$ cat config.mk
export PLATFORM = sky130hd
export DESIGN_NAME = ccr_control_regs
export DESIGN_NICKNAME = d
export VERILOG_FILES = /design/src/pkg/ccr_pkg.sv /design/src/core/ccr_control_regs.sv /design/src/core/ccr_serial_shifter.sv
export SDC_FILE = /design/constraint.sdc
export NUM_CORES = 1
export LEC_CHECK = 0
export BUFFER_PORTS_ARGS = -buffer_cell sky130_fd_sc_hd__buf_2
export CAP_MARGIN = 0
export CELL_PAD_IN_SITES_DETAIL_PLACEMENT = 1
export CELL_PAD_IN_SITES_GLOBAL_PLACEMENT = 2
export CORE_AREA = 2 2 197 199
export DETAILED_ROUTE_END_ITERATION = 10
export DIE_AREA = 0 0 199 201
export PLACE_DENSITY_LB_ADDON = 0.08
export SLEW_MARGIN = 25
export SYNTH_ARGS = -nofsm -noshare
export SYNTH_HDL_FRONTEND = slang
export SYNTH_SLANG_ARGS = --single-unit
$ cat constraint.sdc
create_clock -name core_clk_i -period 4.2 [get_ports core_clk_i]
set_clock_uncertainty 0.2 [all_clocks]
set_input_delay 0.42 -clock core_clk_i [delete_from_list [all_inputs] [get_ports core_clk_i]]
set_output_delay 0.42 -clock core_clk_i [all_outputs]
set_load 0.01 [all_outputs]
$ cat src/pkg/ccr_pkg.sv
// Shared constants and types for the correlator card control register block
package ccr_pkg;

	// ----------------------------------------------------------------
	// Bus geometry
	// ----------------------------------------------------------------
	localparam int          CCR_ADDR_W       = 8;
	localparam int          CCR_DATA_W       = 32;
	localparam int          CCR_REG_W        = 16;
	localparam logic [1:0]  CCR_RESP_OKAY    = 2'h0;
	localparam logic [1:0]  CCR_RESP_SLVERR  = 2'h2;

	// ----------------------------------------------------------------
	// Register indices (byte address is four times the index)
	// ----------------------------------------------------------------
	localparam logic [3:0]  CCR_IDX_CARD_CSR = 4'h0;
	localparam logic [3:0]  CCR_IDX_XBAR     = 4'h1;
	localparam logic [3:0]  CCR_IDX_LOAD_CTL = 4'h2;
	localparam logic [3:0]  CCR_IDX_LOAD_DAT = 4'h3;
	localparam logic [3:0]  CCR_IDX_RCW      = 4'h4;
	localparam logic [3:0]  CCR_IDX_EVT_SEL  = 4'h5;
	localparam logic [3:0]  CCR_IDX_ADDR_LO  = 4'h6;
	localparam logic [3:0]  CCR_IDX_ADDR_HI  = 4'h7;
	localparam logic [3:0]  CCR_IDX_DATA_LO  = 4'h8;
	localparam logic [3:0]  CCR_IDX_DATA_HI  = 4'h9;

	// ----------------------------------------------------------------
	// Field positions
	// ----------------------------------------------------------------
	localparam int          CCR_CSR_MEM_SEL  = 1;
	localparam int          CCR_CSR_UNLOCK   = 13;
	localparam int          CCR_CSR_SN_CLK   = 15;
	localparam int          CCR_LD_RESET     = 0;
	localparam int          CCR_LD_SHIFTING  = 1;
	localparam int          CCR_XBAR_RESET   = 15;
	localparam int          CCR_RCW_BUS_DIS  = 12;
	localparam int          CCR_EVT_BLANK    = 0;
	localparam int          CCR_EVT_SHIFT    = 4;
	localparam int          CCR_EVT_INTEG    = 8;
	localparam int          CCR_EVT_ACCRST   = 12;

	// ----------------------------------------------------------------
	// Reset values
	// ----------------------------------------------------------------
	localparam logic [15:0] CCR_CSR_RST      = 16'h0000;
	localparam logic [7:0]  CCR_XBAR_RST     = 8'h00;
	localparam logic [15:0] CCR_EVT_RST      = 16'h0000;
	localparam logic [15:0] CCR_RCW_RST      = 16'h0000;
	localparam logic [31:0] CCR_ADDR_RST     = 32'h0000_0000;

	// ----------------------------------------------------------------
	// Timing
	// ----------------------------------------------------------------
	localparam int          CCR_CLK_NS       = 40;
	localparam int          CCR_RST_PULSE_NS = 1000;
	localparam int          CCR_SER_HALF_NS  = 200;
	localparam int          CCR_RST_CYC      = (CCR_RST_PULSE_NS + CCR_CLK_NS - 1) / CCR_CLK_NS;
	localparam int          CCR_SER_HALF_CYC = (CCR_SER_HALF_NS + CCR_CLK_NS - 1) / CCR_CLK_NS;

	// Read channel sequencing
	typedef enum logic [1:0] {
		CCR_RD_IDLE,
		CCR_RD_EXT,
		CCR_RD_RESP
	} ccr_rd_state_t;

endpackage : ccr_pkg

$ cat src/core/ccr_control_regs.sv
// Host register bank of the correlator accumulator card behind an AXI4-Lite slave
`timescale 1ns/1ns
module ccr_control_regs
	import ccr_pkg::*;
(
	// Clock and reset
	input  wire logic                  core_clk_i,
	input  wire logic                  rst_b_i,
	// AXI4-Lite write address and data
	input  wire logic [CCR_ADDR_W-1:0] s_axi_awaddr,
	input  wire logic                  s_axi_awvalid,
	output logic                       s_axi_awready,
	input  wire logic [CCR_DATA_W-1:0] s_axi_wdata,
	input  wire logic [3:0]            s_axi_wstrb,
	input  wire logic                  s_axi_wvalid,
	output logic                       s_axi_wready,
	// AXI4-Lite write response
	output logic [1:0]                 s_axi_bresp,
	output logic                       s_axi_bvalid,
	input  wire logic                  s_axi_bready,
	// AXI4-Lite read
	input  wire logic [CCR_ADDR_W-1:0] s_axi_araddr,
	input  wire logic                  s_axi_arvalid,
	output logic                       s_axi_arready,
	output logic [CCR_DATA_W-1:0]      s_axi_rdata,
	output logic [1:0]                 s_axi_rresp,
	output logic                       s_axi_rvalid,
	input  wire logic                  s_axi_rready,
	// Accumulator FPGA configuration
	output logic                       fpga_reset_b_o,
	output logic                       cfg_clk_o,
	output logic                       cfg_data_o,
	input  wire logic [1:0]            fpga_done_i,
	// Remote correlator card control link
	output logic                       rcw_clk_o,
	output logic                       rcw_data_o,
	output logic                       rcw_latch_o,
	// Card control and crossbar
	output logic [CCR_REG_W-1:0]       card_ctrl_o,
	output logic [3:0]                 xbar_out_line_o,
	output logic [3:0]                 xbar_in_line_o,
	output logic                       xbar_load_o,
	output logic                       xbar_reset_o,
	// Event lines and array controls
	input  wire logic [15:0]           event_lines_i,
	input  wire logic                  auto_blank_i,
	output logic                       array_blank_o,
	output logic                       shift_enable_o,
	output logic                       integration_control_o,
	output logic                       acc_reset_o,
	// Result bus buffer enable
	input  wire logic                  card_access_i,
	output logic                       result_bus_oe_o,
	// Windowed read into accumulator memory or correlator ICs
	output logic                       ext_rd_req_o,
	output logic                       ext_mem_sel_o,
	output logic [31:0]                ext_rd_addr_o,
	output logic [3:0]                 ext_ic_sel_o,
	input  wire logic                  ext_rd_ack_i,
	input  wire logic [31:0]           ext_rd_data_i
);

	// ----------------------------------------------------------------
	// Register storage
	// ----------------------------------------------------------------
	logic [15:0]   csr_q;
	logic [7:0]    xbar_q;
	logic [15:0]   evt_q;
	logic [15:0]   rcw_pend_q;
	logic [15:0]   rcw_live_q;
	logic [31:0]   addr_q;
	logic [31:0]   word_q;
	logic [7:0]    rst_cnt_q;
	logic          cfg_busy;
	logic          rcw_busy;
	logic          rcw_done;

	// ----------------------------------------------------------------
	// Pin synchronisers: event lines, automatic blank, done lines
	// ----------------------------------------------------------------
	logic [18:0]   pin_s1_q;
	logic [18:0]   pin_s2_q;
	logic [18:0]   pin_s3_q;
	logic [18:0]   pin_q;

	// Three stages; a change counts only once stages two and three agree
	always_ff @(posedge core_clk_i)
	begin
		if (!rst_b_i)
		begin
			pin_s1_q <= 19'h00000;
			pin_s2_q <= 19'h00000;
			pin_s3_q <= 19'h00000;
			pin_q    <= 19'h00000;
		end
		else
		begin
			pin_s1_q <= {fpga_done_i, auto_blank_i, event_lines_i};
			pin_s2_q <= pin_s1_q;
			pin_s3_q <= pin_s2_q;
			pin_q    <= (~(pin_s2_q ^ pin_s3_q) & pin_s3_q) | ((pin_s2_q ^ pin_s3_q) & pin_q);
		end
	end

	// ----------------------------------------------------------------
	// AXI4-Lite write channel
	// ----------------------------------------------------------------
	logic          aw_full_q;
	logic          w_full_q;
	logic [3:0]    aw_idx_q;
	logic          aw_ok_q;
	logic [31:0]   wdat_q;
	logic [3:0]    wstb_q;
	logic          wr_fire;
	logic [15:0]   wmask;
	logic          unlocked;

	// Address and data are held independently, so either may arrive first
	assign s_axi_awready = !aw_full_q;
	assign s_axi_wready  = !w_full_q;
	assign wr_fire       = aw_full_q && w_full_q && !s_axi_bvalid;
	assign wmask         = {{8{wstb_q[1]}}, {8{wstb_q[0]}}};
	assign unlocked      = csr_q[CCR_CSR_UNLOCK];

	always_ff @(posedge core_clk_i)
	begin
		if (!rst_b_i)
		begin
			aw_full_q    <= 1'b0;
			w_full_q     <= 1'b0;
			aw_idx_q     <= 4'h0;
			aw_ok_q      <= 1'b0;
			wdat_q       <= 32'h0000_0000;
			wstb_q       <= 4'h0;
			s_axi_bvalid <= 1'b0;
			s_axi_bresp  <= CCR_RESP_OKAY;
		end
		else
		begin
			if (s_axi_awvalid && s_axi_awready)
			begin
				aw_full_q <= 1'b1;
				aw_idx_q  <= s_axi_awaddr[5:2];
				aw_ok_q   <= (s_axi_awaddr[7:6] == 2'h0) && (s_axi_awaddr[5:2] <= CCR_IDX_DATA_HI);
			end
			else if (wr_fire)
				aw_full_q <= 1'b0;
			if (s_axi_wvalid && s_axi_wready)
			begin
				w_full_q <= 1'b1;
				wdat_q   <= s_axi_wdata;
				wstb_q   <= s_axi_wstrb;
			end
			else if (wr_fire)
				w_full_q <= 1'b0;
			if (wr_fire)
			begin
				s_axi_bvalid <= 1'b1;
				s_axi_bresp  <= aw_ok_q ? CCR_RESP_OKAY : CCR_RESP_SLVERR;
			end
			else if (s_axi_bready)
				s_axi_bvalid <= 1'b0;
		end
	end

	// Per-register write strobes, lanes masked by wstrb
	logic          wr_csr;
	logic          wr_xbar;
	logic          wr_load;
	logic          wr_data;
	logic          wr_rcw;
	logic          wr_evt;
	logic          wr_alo;
	logic          wr_ahi;
	logic [15:0]   wval;

	assign wval    = wdat_q[15:0] & wmask;
	assign wr_csr  = wr_fire && aw_ok_q && (aw_idx_q == CCR_IDX_CARD_CSR);
	assign wr_xbar = wr_fire && aw_ok_q && (aw_idx_q == CCR_IDX_XBAR);
	assign wr_load = wr_fire && aw_ok_q && (aw_idx_q == CCR_IDX_LOAD_CTL);
	assign wr_data = wr_fire && aw_ok_q && (aw_idx_q == CCR_IDX_LOAD_DAT);
	assign wr_rcw  = wr_fire && aw_ok_q && (aw_idx_q == CCR_IDX_RCW);
	assign wr_evt  = wr_fire && aw_ok_q && (aw_idx_q == CCR_IDX_EVT_SEL);
	assign wr_alo  = wr_fire && aw_ok_q && (aw_idx_q == CCR_IDX_ADDR_LO);
	assign wr_ahi  = wr_fire && aw_ok_q && (aw_idx_q == CCR_IDX_ADDR_HI);

	// ----------------------------------------------------------------
	// Card control, crossbar and event select
	// ----------------------------------------------------------------
	// Serial number clock bit is masked off on every write and is never stored
	always_ff @(posedge core_clk_i)
	begin
		if (!rst_b_i)
			csr_q <= CCR_CSR_RST;
		else if (wr_csr)
			csr_q <= ((csr_q & ~wmask) | wval) & 16'h7FFF;
	end
	assign card_ctrl_o   = csr_q;
	assign ext_mem_sel_o = csr_q[CCR_CSR_MEM_SEL];

	// A write without the reset bit applies one route; with it set, reset is pulsed instead of load
	always_ff @(posedge core_clk_i)
	begin
		if (!rst_b_i)
		begin
			xbar_q       <= CCR_XBAR_RST;
			xbar_load_o  <= 1'b0;
			xbar_reset_o <= 1'b0;
		end
		else
		begin
			xbar_load_o  <= wr_xbar && !wval[CCR_XBAR_RESET];
			xbar_reset_o <= wr_xbar && wval[CCR_XBAR_RESET];
			if (wr_xbar)
				xbar_q <= wval[7:0];
		end
	end
	assign xbar_out_line_o = xbar_q[3:0];
	assign xbar_in_line_o  = xbar_q[7:4];

	always_ff @(posedge core_clk_i)
	begin
		if (!rst_b_i)
			evt_q <= CCR_EVT_RST;
		else if (wr_evt)
			evt_q <= (evt_q & ~wmask) | wval;
	end

	// Each control follows the event line its nibble names; array blank also ORs in auto blank
	always_ff @(posedge core_clk_i)
	begin
		if (!rst_b_i)
		begin
			array_blank_o         <= 1'b0;
			shift_enable_o        <= 1'b0;
			integration_control_o <= 1'b0;
			acc_reset_o           <= 1'b0;
		end
		else
		begin
			array_blank_o         <= pin_q[evt_q[CCR_EVT_BLANK +: 4]] | pin_q[16];
			shift_enable_o        <= pin_q[evt_q[CCR_EVT_SHIFT +: 4]];
			integration_control_o <= pin_q[evt_q[CCR_EVT_INTEG +: 4]];
			acc_reset_o           <= pin_q[evt_q[CCR_EVT_ACCRST +: 4]];
		end
	end

	// ----------------------------------------------------------------
	// Accumulator FPGA reset and configuration load
	// ----------------------------------------------------------------
	// Load controls are dead while the unlock bit is clear, guarding stray writes
	always_ff @(posedge core_clk_i)
	begin
		if (!rst_b_i)
			rst_cnt_q <= 8'h00;
		else if (wr_load && unlocked && wval[CCR_LD_RESET])
			rst_cnt_q <= 8'(CCR_RST_CYC);
		else if (rst_cnt_q != 8'h00)
			rst_cnt_q <= rst_cnt_q - 8'h01;
	end
	assign fpga_reset_b_o = (rst_cnt_q == 8'h00);

	// Word arrives in a single 16-bit write and leaves MSB first
	ccr_serial_shifter u_cfg_shift (
		.core_clk_i (core_clk_i),
		.rst_b_i    (rst_b_i),
		.start_i    (wr_data && unlocked),
		.word_i     (wval),
		.busy_o     (cfg_busy),
		.done_o     (),
		.ser_clk_o  (cfg_clk_o),
		.ser_data_o (cfg_data_o)
	);

	// ----------------------------------------------------------------
	// Remote correlator card control word
	// ----------------------------------------------------------------
	// Latest write waits here if a previous word is still on the link
	logic          rcw_pend_v_q;
	// Copy of the word actually on the link, so a queued write cannot show early
	logic [15:0]   rcw_sent_q;

	always_ff @(posedge core_clk_i)
	begin
		if (!rst_b_i)
		begin
			rcw_sent_q   <= CCR_RCW_RST;
			rcw_pend_q   <= CCR_RCW_RST;
			rcw_pend_v_q <= 1'b0;
			rcw_live_q   <= CCR_RCW_RST;
			rcw_latch_o  <= 1'b0;
		end
		else
		begin
			rcw_latch_o <= rcw_done;
			if (wr_rcw)
			begin
				rcw_pend_q   <= wval;
				rcw_pend_v_q <= 1'b1;
			end
			else if (!rcw_busy)
				rcw_pend_v_q <= 1'b0;
			if (rcw_pend_v_q && !rcw_busy)
				rcw_sent_q <= rcw_pend_q;
			if (rcw_done)
				rcw_live_q <= rcw_sent_q;
		end
	end

	ccr_serial_shifter u_rcw_shift (
		.core_clk_i (core_clk_i),
		.rst_b_i    (rst_b_i),
		.start_i    (rcw_pend_v_q),
		.word_i     (rcw_pend_q),
		.busy_o     (rcw_busy),
		.done_o     (rcw_done),
		.ser_clk_o  (rcw_clk_o),
		.ser_data_o (rcw_data_o)
	);

	// Result bus may only open once the disable bit shown to the card is clear
	assign result_bus_oe_o = card_access_i && !rcw_live_q[CCR_RCW_BUS_DIS];

	// ----------------------------------------------------------------
	// Read window address
	// ----------------------------------------------------------------
	logic          rd_hi_take;

	// A host write to the address wins over a same-cycle increment
	always_ff @(posedge core_clk_i)
	begin
		if (!rst_b_i)
			addr_q <= CCR_ADDR_RST;
		else if (wr_alo)
			addr_q[15:0] <= (addr_q[15:0] & ~wmask) | wval;
		else if (wr_ahi)
			addr_q[31:16] <= (addr_q[31:16] & ~wmask) | wval;
		else if (rd_hi_take && csr_q[CCR_CSR_MEM_SEL])
			addr_q <= addr_q + 32'h0000_0001;
	end
	assign ext_rd_addr_o = addr_q;
	assign ext_ic_sel_o  = addr_q[3:0];

	// ----------------------------------------------------------------
	// AXI4-Lite read channel
	// ----------------------------------------------------------------
	ccr_rd_state_t rd_st_q;
	logic [31:0]   rmux;
	logic          ar_ok;
	logic [3:0]    ar_idx;

	assign s_axi_arready = (rd_st_q == CCR_RD_IDLE);
	assign ar_idx        = s_axi_araddr[5:2];
	assign ar_ok         = (s_axi_araddr[7:6] == 2'h0) && (ar_idx <= CCR_IDX_DATA_HI);
	assign rd_hi_take    = s_axi_arvalid && s_axi_arready && ar_ok && (ar_idx == CCR_IDX_DATA_HI);
	assign ext_rd_req_o  = (rd_st_q == CCR_RD_EXT);

	// Read value of each register; write-only and reserved bits read zero
	always_comb
	begin
		rmux = 32'h0000_0000;
		case (ar_idx)
			CCR_IDX_CARD_CSR: rmux = {16'h0000, csr_q};
			CCR_IDX_XBAR:     rmux = {24'h00_0000, xbar_q};
			CCR_IDX_LOAD_CTL: rmux = {30'h0000_0000, cfg_busy, !fpga_reset_b_o};
			CCR_IDX_LOAD_DAT: rmux = {30'h0000_0000, pin_q[18:17]};
			CCR_IDX_EVT_SEL:  rmux = {16'h0000, evt_q};
			CCR_IDX_ADDR_LO:  rmux = {16'h0000, addr_q[15:0]};
			CCR_IDX_ADDR_HI:  rmux = {16'h0000, addr_q[31:16]};
			CCR_IDX_DATA_HI:  rmux = {16'h0000, word_q[31:16]};
			default:          rmux = 32'h0000_0000;
		endcase
	end

	// The low data read fetches the word; the high read returns its held upper half
	always_ff @(posedge core_clk_i)
	begin
		if (!rst_b_i)
		begin
			rd_st_q      <= CCR_RD_IDLE;
			s_axi_rvalid <= 1'b0;
			s_axi_rdata  <= 32'h0000_0000;
			s_axi_rresp  <= CCR_RESP_OKAY;
			word_q       <= 32'h0000_0000;
		end
		else
		begin
			case (rd_st_q)
				CCR_RD_IDLE:
				begin
					if (s_axi_arvalid)
					begin
						if (ar_ok && (ar_idx == CCR_IDX_DATA_LO))
							rd_st_q <= CCR_RD_EXT;
						else
						begin
							rd_st_q      <= CCR_RD_RESP;
							s_axi_rvalid <= 1'b1;
							s_axi_rdata  <= ar_ok ? rmux : 32'h0000_0000;
							s_axi_rresp  <= ar_ok ? CCR_RESP_OKAY : CCR_RESP_SLVERR;
						end
					end
				end
				CCR_RD_EXT:
				begin
					if (ext_rd_ack_i)
					begin
						word_q       <= ext_rd_data_i;
						s_axi_rdata  <= {16'h0000, ext_rd_data_i[15:0]};
						s_axi_rresp  <= CCR_RESP_OKAY;
						s_axi_rvalid <= 1'b1;
						rd_st_q      <= CCR_RD_RESP;
					end
				end
				CCR_RD_RESP:
				begin
					if (s_axi_rready)
					begin
						s_axi_rvalid <= 1'b0;
						rd_st_q      <= CCR_RD_IDLE;
					end
				end
				default:
					rd_st_q <= CCR_RD_IDLE;
			endcase
		end
	end
endmodule : ccr_control_regs

$ cat src/core/ccr_serial_shifter.sv
// Sixteen-bit parallel to serial shifter with its own generated serial clock
`timescale 1ns/1ns
module ccr_serial_shifter
	import ccr_pkg::*;
(
	// Clock and reset
	input  wire logic                 core_clk_i,
	input  wire logic                 rst_b_i,
	// Parallel side
	input  wire logic                 start_i,
	input  wire logic [CCR_REG_W-1:0] word_i,
	output logic                      busy_o,
	output logic                      done_o,
	// Serial side
	output logic                      ser_clk_o,
	output logic                      ser_data_o
);

	logic [CCR_REG_W-1:0] shift_q;
	logic [7:0]           div_q;
	logic [4:0]           bits_q;
	logic                 tick;

	// Half-period tick of the serial clock
	assign tick = busy_o && (div_q == 8'(CCR_SER_HALF_CYC - 1));

	// Divider runs only while a word is in flight
	always_ff @(posedge core_clk_i)
	begin
		if (!rst_b_i || !busy_o || tick)
			div_q <= 8'h00;
		else
			div_q <= div_q + 8'h01;
	end

	// MSB leaves first; data moves on the falling edge so the target samples it mid-bit
	always_ff @(posedge core_clk_i)
	begin
		if (!rst_b_i)
		begin
			busy_o     <= 1'b0;
			done_o     <= 1'b0;
			ser_clk_o  <= 1'b0;
			ser_data_o <= 1'b0;
			shift_q    <= 16'h0000;
			bits_q     <= 5'h00;
		end
		else
		begin
			done_o <= 1'b0;
			if (!busy_o && start_i)
			begin
				busy_o     <= 1'b1;
				ser_data_o <= word_i[CCR_REG_W-1];
				shift_q    <= {word_i[CCR_REG_W-2:0], 1'b0};
				bits_q     <= 5'h00;
			end
			else if (tick)
			begin
				ser_clk_o <= ~ser_clk_o;
				if (ser_clk_o)
				begin
					if (bits_q == 5'(CCR_REG_W - 1))
					begin
						busy_o <= 1'b0;
						done_o <= 1'b1;
					end
					ser_data_o <= shift_q[CCR_REG_W-1];
					shift_q    <= {shift_q[CCR_REG_W-2:0], 1'b0};
					bits_q     <= bits_q + 5'h01;
				end
			end
		end
	end

endmodule : ccr_serial_shifter

### Word level (Yosys, flattened, before mapping)

Cells that the tools add are included.

| word-level totals | value |
|---|---|
| flip-flop bits (word level) | 365 |
| input port bits | 112 |
| output and inout port bits | 116 |
| word-level logic and storage cells | 256 |

| operators by class | value |
|---|---|
| add/sub/neg operators | 6 |
| magnitude comparators | 6 |
| equality and inequality tests | 27 |
| mux-type cells | 64 |
| bitwise gates (word level) | 23 |
| reductions and logical operators | 82 |

Operators by type and width:

| kind | number |
|---|---|
| 32-bit 2-to-1 mux | 5 |
| 16-bit 2-to-1 mux | 9 |
| 16-bit one-hot mux with 8 select lines | 1 |
| 16-bit bitwise AND | 4 |
| 32-bit one-hot mux with 2 select lines | 1 |
| 16-bit bitwise OR | 3 |
| 19-bit bitwise AND | 2 |
| 32-bit by 1-bit adder with 32-bit output (second input constant) | 1 |
| 1-bit logical AND | 30 |
| 1-bit 2-to-1 mux | 30 |
| 4-bit by 3-bit == test with 1-bit output (second input constant) | 7 |
| 2-bit nonzero test | 13 |
| 4-bit by 6-bit < comparator with 1-bit output (second input constant) | 4 |
| 19-bit inverter | 1 |
| 19-bit bitwise OR | 1 |
| 19-bit bitwise XOR | 1 |
| 2-bit 2-to-1 mux | 9 |
| 2-bit AND reduction | 9 |
| 8-bit by 1-bit adder with 8-bit output (second input constant) | 2 |
| 1-bit binary-select mux with 4-bit select | 4 |
| 4-bit by 2-bit == test with 1-bit output (second input constant) | 4 |
| 8-bit by 3-bit == test with 1-bit output (second input constant) | 2 |
| 16-bit inverter | 1 |
| 15-bit bitwise AND | 1 |
| other kinds (29) | 63 |

### Depth between registers and ports, before layout

| logic depth | value |
|---|---|
| word-level depth | 8 |
| mapped depth | 9 |
| depth with buffers taken out | 7 |

### Cells and area by module

Synthesis repeated with hierarchy kept, for this count alone.

| unflattened totals | value |
|---|---|
| cell total of the unflattened synthesis | 1,596 |
| area, all modules | 13,774.5 µm² |

Modules (own cells, without submodules):

| module | instances | cells each | area each (µm²) | sequential area each (µm²) |
|---|---|---|---|---|
| ccr_control_regs | 1 | 1,244 | 10,731.5 | 4,884.7 |
| ccr_serial_shifter (u_rcw_shift) | 1 | 176 | 1,524.0 | 640.6 |
| ccr_serial_shifter (u_cfg_shift) | 1 | 176 | 1,519.0 | 640.6 |

### Least setup slack after synthesis

No wires, ideal clock.

| path | value |
|---|---|
| path type | input port to flip-flop |
| start | input port s_axi_araddr[4] |
| end | register with a tool-made name |
| library setup time | 0.079 ns |
| arrival time | 1.877 ns |
| data required time | 3.921 ns |
| setup slack | 2.045 ns |
| stages | 6 |
| path buffers | 1 |
| path through | and4bb_1 -> buf_4 -> nand4_1 -> or2_1 -> or4_1 -> o221ai_2 |

RTL lines:

| item | line | text |
|---|---|---|
| from (decl) | ccr_control_regs.sv:22 | `input wire logic [CCR_ADDR_W-1:0] s_axi_araddr,` |

### Final worst setup path

| path | value |
|---|---|
| start | register rd_st_q[0] |
| end | register s_axi_rdata[10] |

| on the way | value |
|---|---|
| word-level cells in the longest chain between the ends | 3 |
| elaborated cells between the ends (all ways) | 8 |
| those cells by class | eq/ne: 4; mux: 1; reduce/logical: 3 |

Ends and longest elaborated chain:

| item | line | text |
|---|---|---|
| from (decl) | ccr_control_regs.sv:347 | `ccr_rd_state_t rd_st_q;` |
| from (signal assigned) | ccr_control_regs.sv:380 | `rd_st_q <= CCR_RD_IDLE;` |
| from (signal assigned) | ccr_control_regs.sv:394 | `rd_st_q <= CCR_RD_EXT;` |
| from (signal assigned) | ccr_control_regs.sv:397 | `rd_st_q <= CCR_RD_RESP;` |
| 2-bit by 1-bit == test with 1-bit output or 2-bit zero test (tied branches) | ccr_control_regs.sv:388 | `case (rd_st_q)` |
| 2-bit by 1-bit != test with 1-bit output (no source line) (tied with other cells) | n/a |  |
| 4-bit AND reduction (no source line) | n/a |  |
| to (signal assigned) | ccr_control_regs.sv:399 | `s_axi_rdata <= ar_ok ? rmux : 32'h0000_0000;` |
| to (signal assigned) | ccr_control_regs.sv:409 | `s_axi_rdata <= {16'h0000, ext_rd_data_i[15:0]};` |
| to (decl) | ccr_control_regs.sv:25 | `output logic [CCR_DATA_W-1:0] s_axi_rdata,` |

Parallel ways exist; a longest one is shown, timed or not.
A chain may end at the register's enable or synchronous reset.

==> results.json <==
{
  "status": "complete, no violations",
  "drt_iter0_drc": 765,
  "die_y_um": 201,
  "rows": 72,
  "relSlewSlack_pct": 38.22,
  "cts-root-buf": "clkbuf_16",
  "rr_worst_depth": 5,
  "tns_ps": 0,
  "wl_met3_mm": 2.734,
  "finalInstanceArea_um2": 16650,
  "syn_area_um2": 13480,
  "yosysWarnings": 0,
  "p_comb_share_pct": 8.1,
  "intPower_w": 0.004987,
  "hold_depth": 3,
  "grt_usage_pct": 24.69,
  "synth.most_common_cell": "dfxtp_1",
  "cap_violations": 0,
  "synth_top_cell_by_area": "dfxtp_1",
  "clock_latency_ps": 550,
  "seq_area_frac_synth_pct": 45.59,
  "drc_errors": 0,
  "leakagePower_nw": 6.411,
  "top_layer": "met4",
  "first_pass_iters": 6,
  "yosys.area_share.simple_pct": 24.14,
  "crit_fanout": 24,
  "setup_viol": 0,
  "clock_power_share_pct": 45.6,
  "cts_tree": "done",
  "tightest_slew_ps": 921.7,
  "yosys.area_share.xor_xnor_pct": 1.754,
  "grt_max_degree": 95,
  "grt_pass1_vias": 12540,
  "p_seq_share_pct": 46.4,
  "powerDensity_nw_per_um2": 400.3,
  "yosys_register_bits": 307,
  "start_util_pct": 35.38,
  "die_area_um2": 40000,
  "crit_chain": "nor2b_1, and2_1, a21oi_2, a221oi_1, nor2_1",
  "coreArea_um2": 38110,
  "wl_met2_mm": 22.02,
  "synthFlopType": "dfxtp_1",
  "synth_area_leaders": "dfxtp_1, nand2_1, a21oi_1",
  "synth-edff-count": 0,
  "wl_per_cell_um": 21.08,
  "die_w_um": 199,
  "layout-drive-gt1-share_pct": 17.53,
  "switching_share_pct": 25.17,
  "synthTopCellsByCount": "dfxtp_1, nand2_1, nor2_1, a21oi_1, clkbuf_1",
  "cp-start-kind": "register",
  "vias_per_cell": 5.304,
  "antenna_left": 0,
  "clk_pin_slew_ps": 60,
  "synth-compound-area-share_pct": 16.07,
  "arrival_ps": 3210,
  "synth_async_sr_flop_share_pct": 0,
  "cts_setup_buffers": 0,
  "final.fill_count": 4466,
  "finalWirelength_mm": 48.94,
  "nets": 1901,
  "max_freq_mhz": 335.3,
  "cts_resized": 0,
  "clk_path_buf_depth": 3,
  "fin_crit_sh_pct": 71.00,
  "syn-mean-instance-area_um2": 8.659,
  "synth_top_family_by_area": "simple AND/OR/NAND/NOR gates",
  "muxShareOfSynthArea_pct": 6.255,
  "grt_pass1_wl_mm": 75.20,
  "wl_met1_mm": 22.65,
  "port_buffers": 186,
  "cts.sinks": 307,
  "cp_slowest_stage_delay_ps": 900,
  "overflow": 0,
  "synth_cell_type_count": 76,
  "place.gp.congestion": 0.8638,
  "fin_crit_ps": 2982,
  "diodes": 0,
  "required_ps": 4420,
  "dp_hpwl_mm": 33.99,
  "slew_violations": 0,
  "ctsHoldBuffers": 79,
  "synth_cells": 1557,
  "hold_viol": 0,
  "power.total_w": 0.006665,
  "net-switching-power_w": 0.001678,
  "ios": 228,
  "yosysTopAreaCellShare_pct": 45.59,
  "syn_to_final_growth_pct": 23.52,
  "via_count": 12310,
  "end_kind": "register",
  "numCtsBuffers": 37,
  "place_area_um2": 14740,
  "hp-class": "primary input to register",
  "peakVddDrop_uv": 260.5,
  "crit_path_top_delay_cell": "dfxtp_1",
  "synthAdderAreaFrac_pct": 1.021,
  "antenna_found_initial": 1,
  "rsz0062_at_grt": "no",
  "critical_path_class": "register to register",
  "htreeDepth": 2
}
layout by cell type, fill, tap and decap left out, drive strengths merged, types with 7 or more instances in the layout:
cell / count
xor2: 18
a211oi: 20
o21ai: 64
dfxtp: 307
inv: 28
mux2i: 37
ha: 11
dlygate4sd3: 79
xnor2: 9
a2bb2oi: 7
nand2b: 10
a222oi: 15
buf: 209
a22oi: 17
a21oi: 134
mux4: 20
nand3b: 8
or2: 10
and3: 18
nor2b: 8
nand4: 14
clkbuf: 51
nor4: 18
a311oi: 16
nand3: 49
a221oi: 19
clkinv: 9
nor3: 23
and2: 68
nand2: 230
conb: 19
nor2: 169
worst max-delay path: cells and delay by family (launching register included):
family	cells	cell delay, ps
flops	1	900
simple gates	3	1110
compound gates	2	640
worst paths after layout:
check,slack (ps),to,startpoint
max,1220,s_axi_rdata[10]$_SDFFE_PN0P_,rd_st_q[0]$_SDFFE_PN0P_
min,90,register,rst_b_i
max reg2reg,1220,s_axi_rdata[10]$_SDFFE_PN0P_,rd_st_q[0]$_SDFFE_PN0P_
min reg2reg,230,pin_s2_q[15]$_SDFF_PN0_,pin_s1_q[15]$_SDFF_PN0_
logic make-up after synthesis:
kind of cell | after synthesis
AO/OA/AOI/OAI | 338
XOR/XNOR | 27
other | 1
AND/OR/NAND/NOR | 664
buffers and inverters | 150
adder cells (fa/ha/maj) | 11
flip-flops | 307
multiplexers | 59
power groups by stage:
stage,Sequential (W),Clock (W),Combinational (W)
6_report,0.00309,0.00304,0.000538
5_1_grt,0.00310,0.00324,0.000610
4_1_cts,0.00309,0.00311,0.000543
3_5_place_dp,0.00315,0,0.000484
3_3_place_gp,0.00315,0,0.000474
2_1_floorplan,0.00312,0,0.000331
area by class of cell:
type | instances | area (um^2) | share of cell area [%]
Multi-Input combinational cell | 1118 | 6729 | 40.41
Sequential cell | 307 | 6146 | 36.91
Timing Repair Buffer | 288 | 1909 | 11.47
Clock buffer | 51 | 1008 | 6.056
Tap cell | 518 | 648.1 | 3.892
Clock inverter | 13 | 111.4 | 0.6687
Inverter | 26 | 100.1 | 0.6011
stage by stage:
step | worst slack (ps) | utilization [%] | instances | hold slack, ps
after detailed placement | 1033 | 38.69 | 2178 | 220.0
after global placement | 1070 | 38.69 | 2178 | 214.5
after CTS | 1155 | 43.70 | 2321 | 76.77
final | 1218 | 43.70 | 2321 | 89.50
after floorplan | 2045 | - | 1575 | 211.9
after global routing | 934.3 | 43.70 | 2321 | 94.94
metal layers:
metal | track usage (%) | vias to the layer above
met5 | 0 | -
met4 | 8.769 | 0
met3 | 4.167 | 81
met2 | 39.29 | 345
met1 | 33.67 | 5984
li1 | - | 5900
No activity file was read; power rests on OpenSTA's default activity.
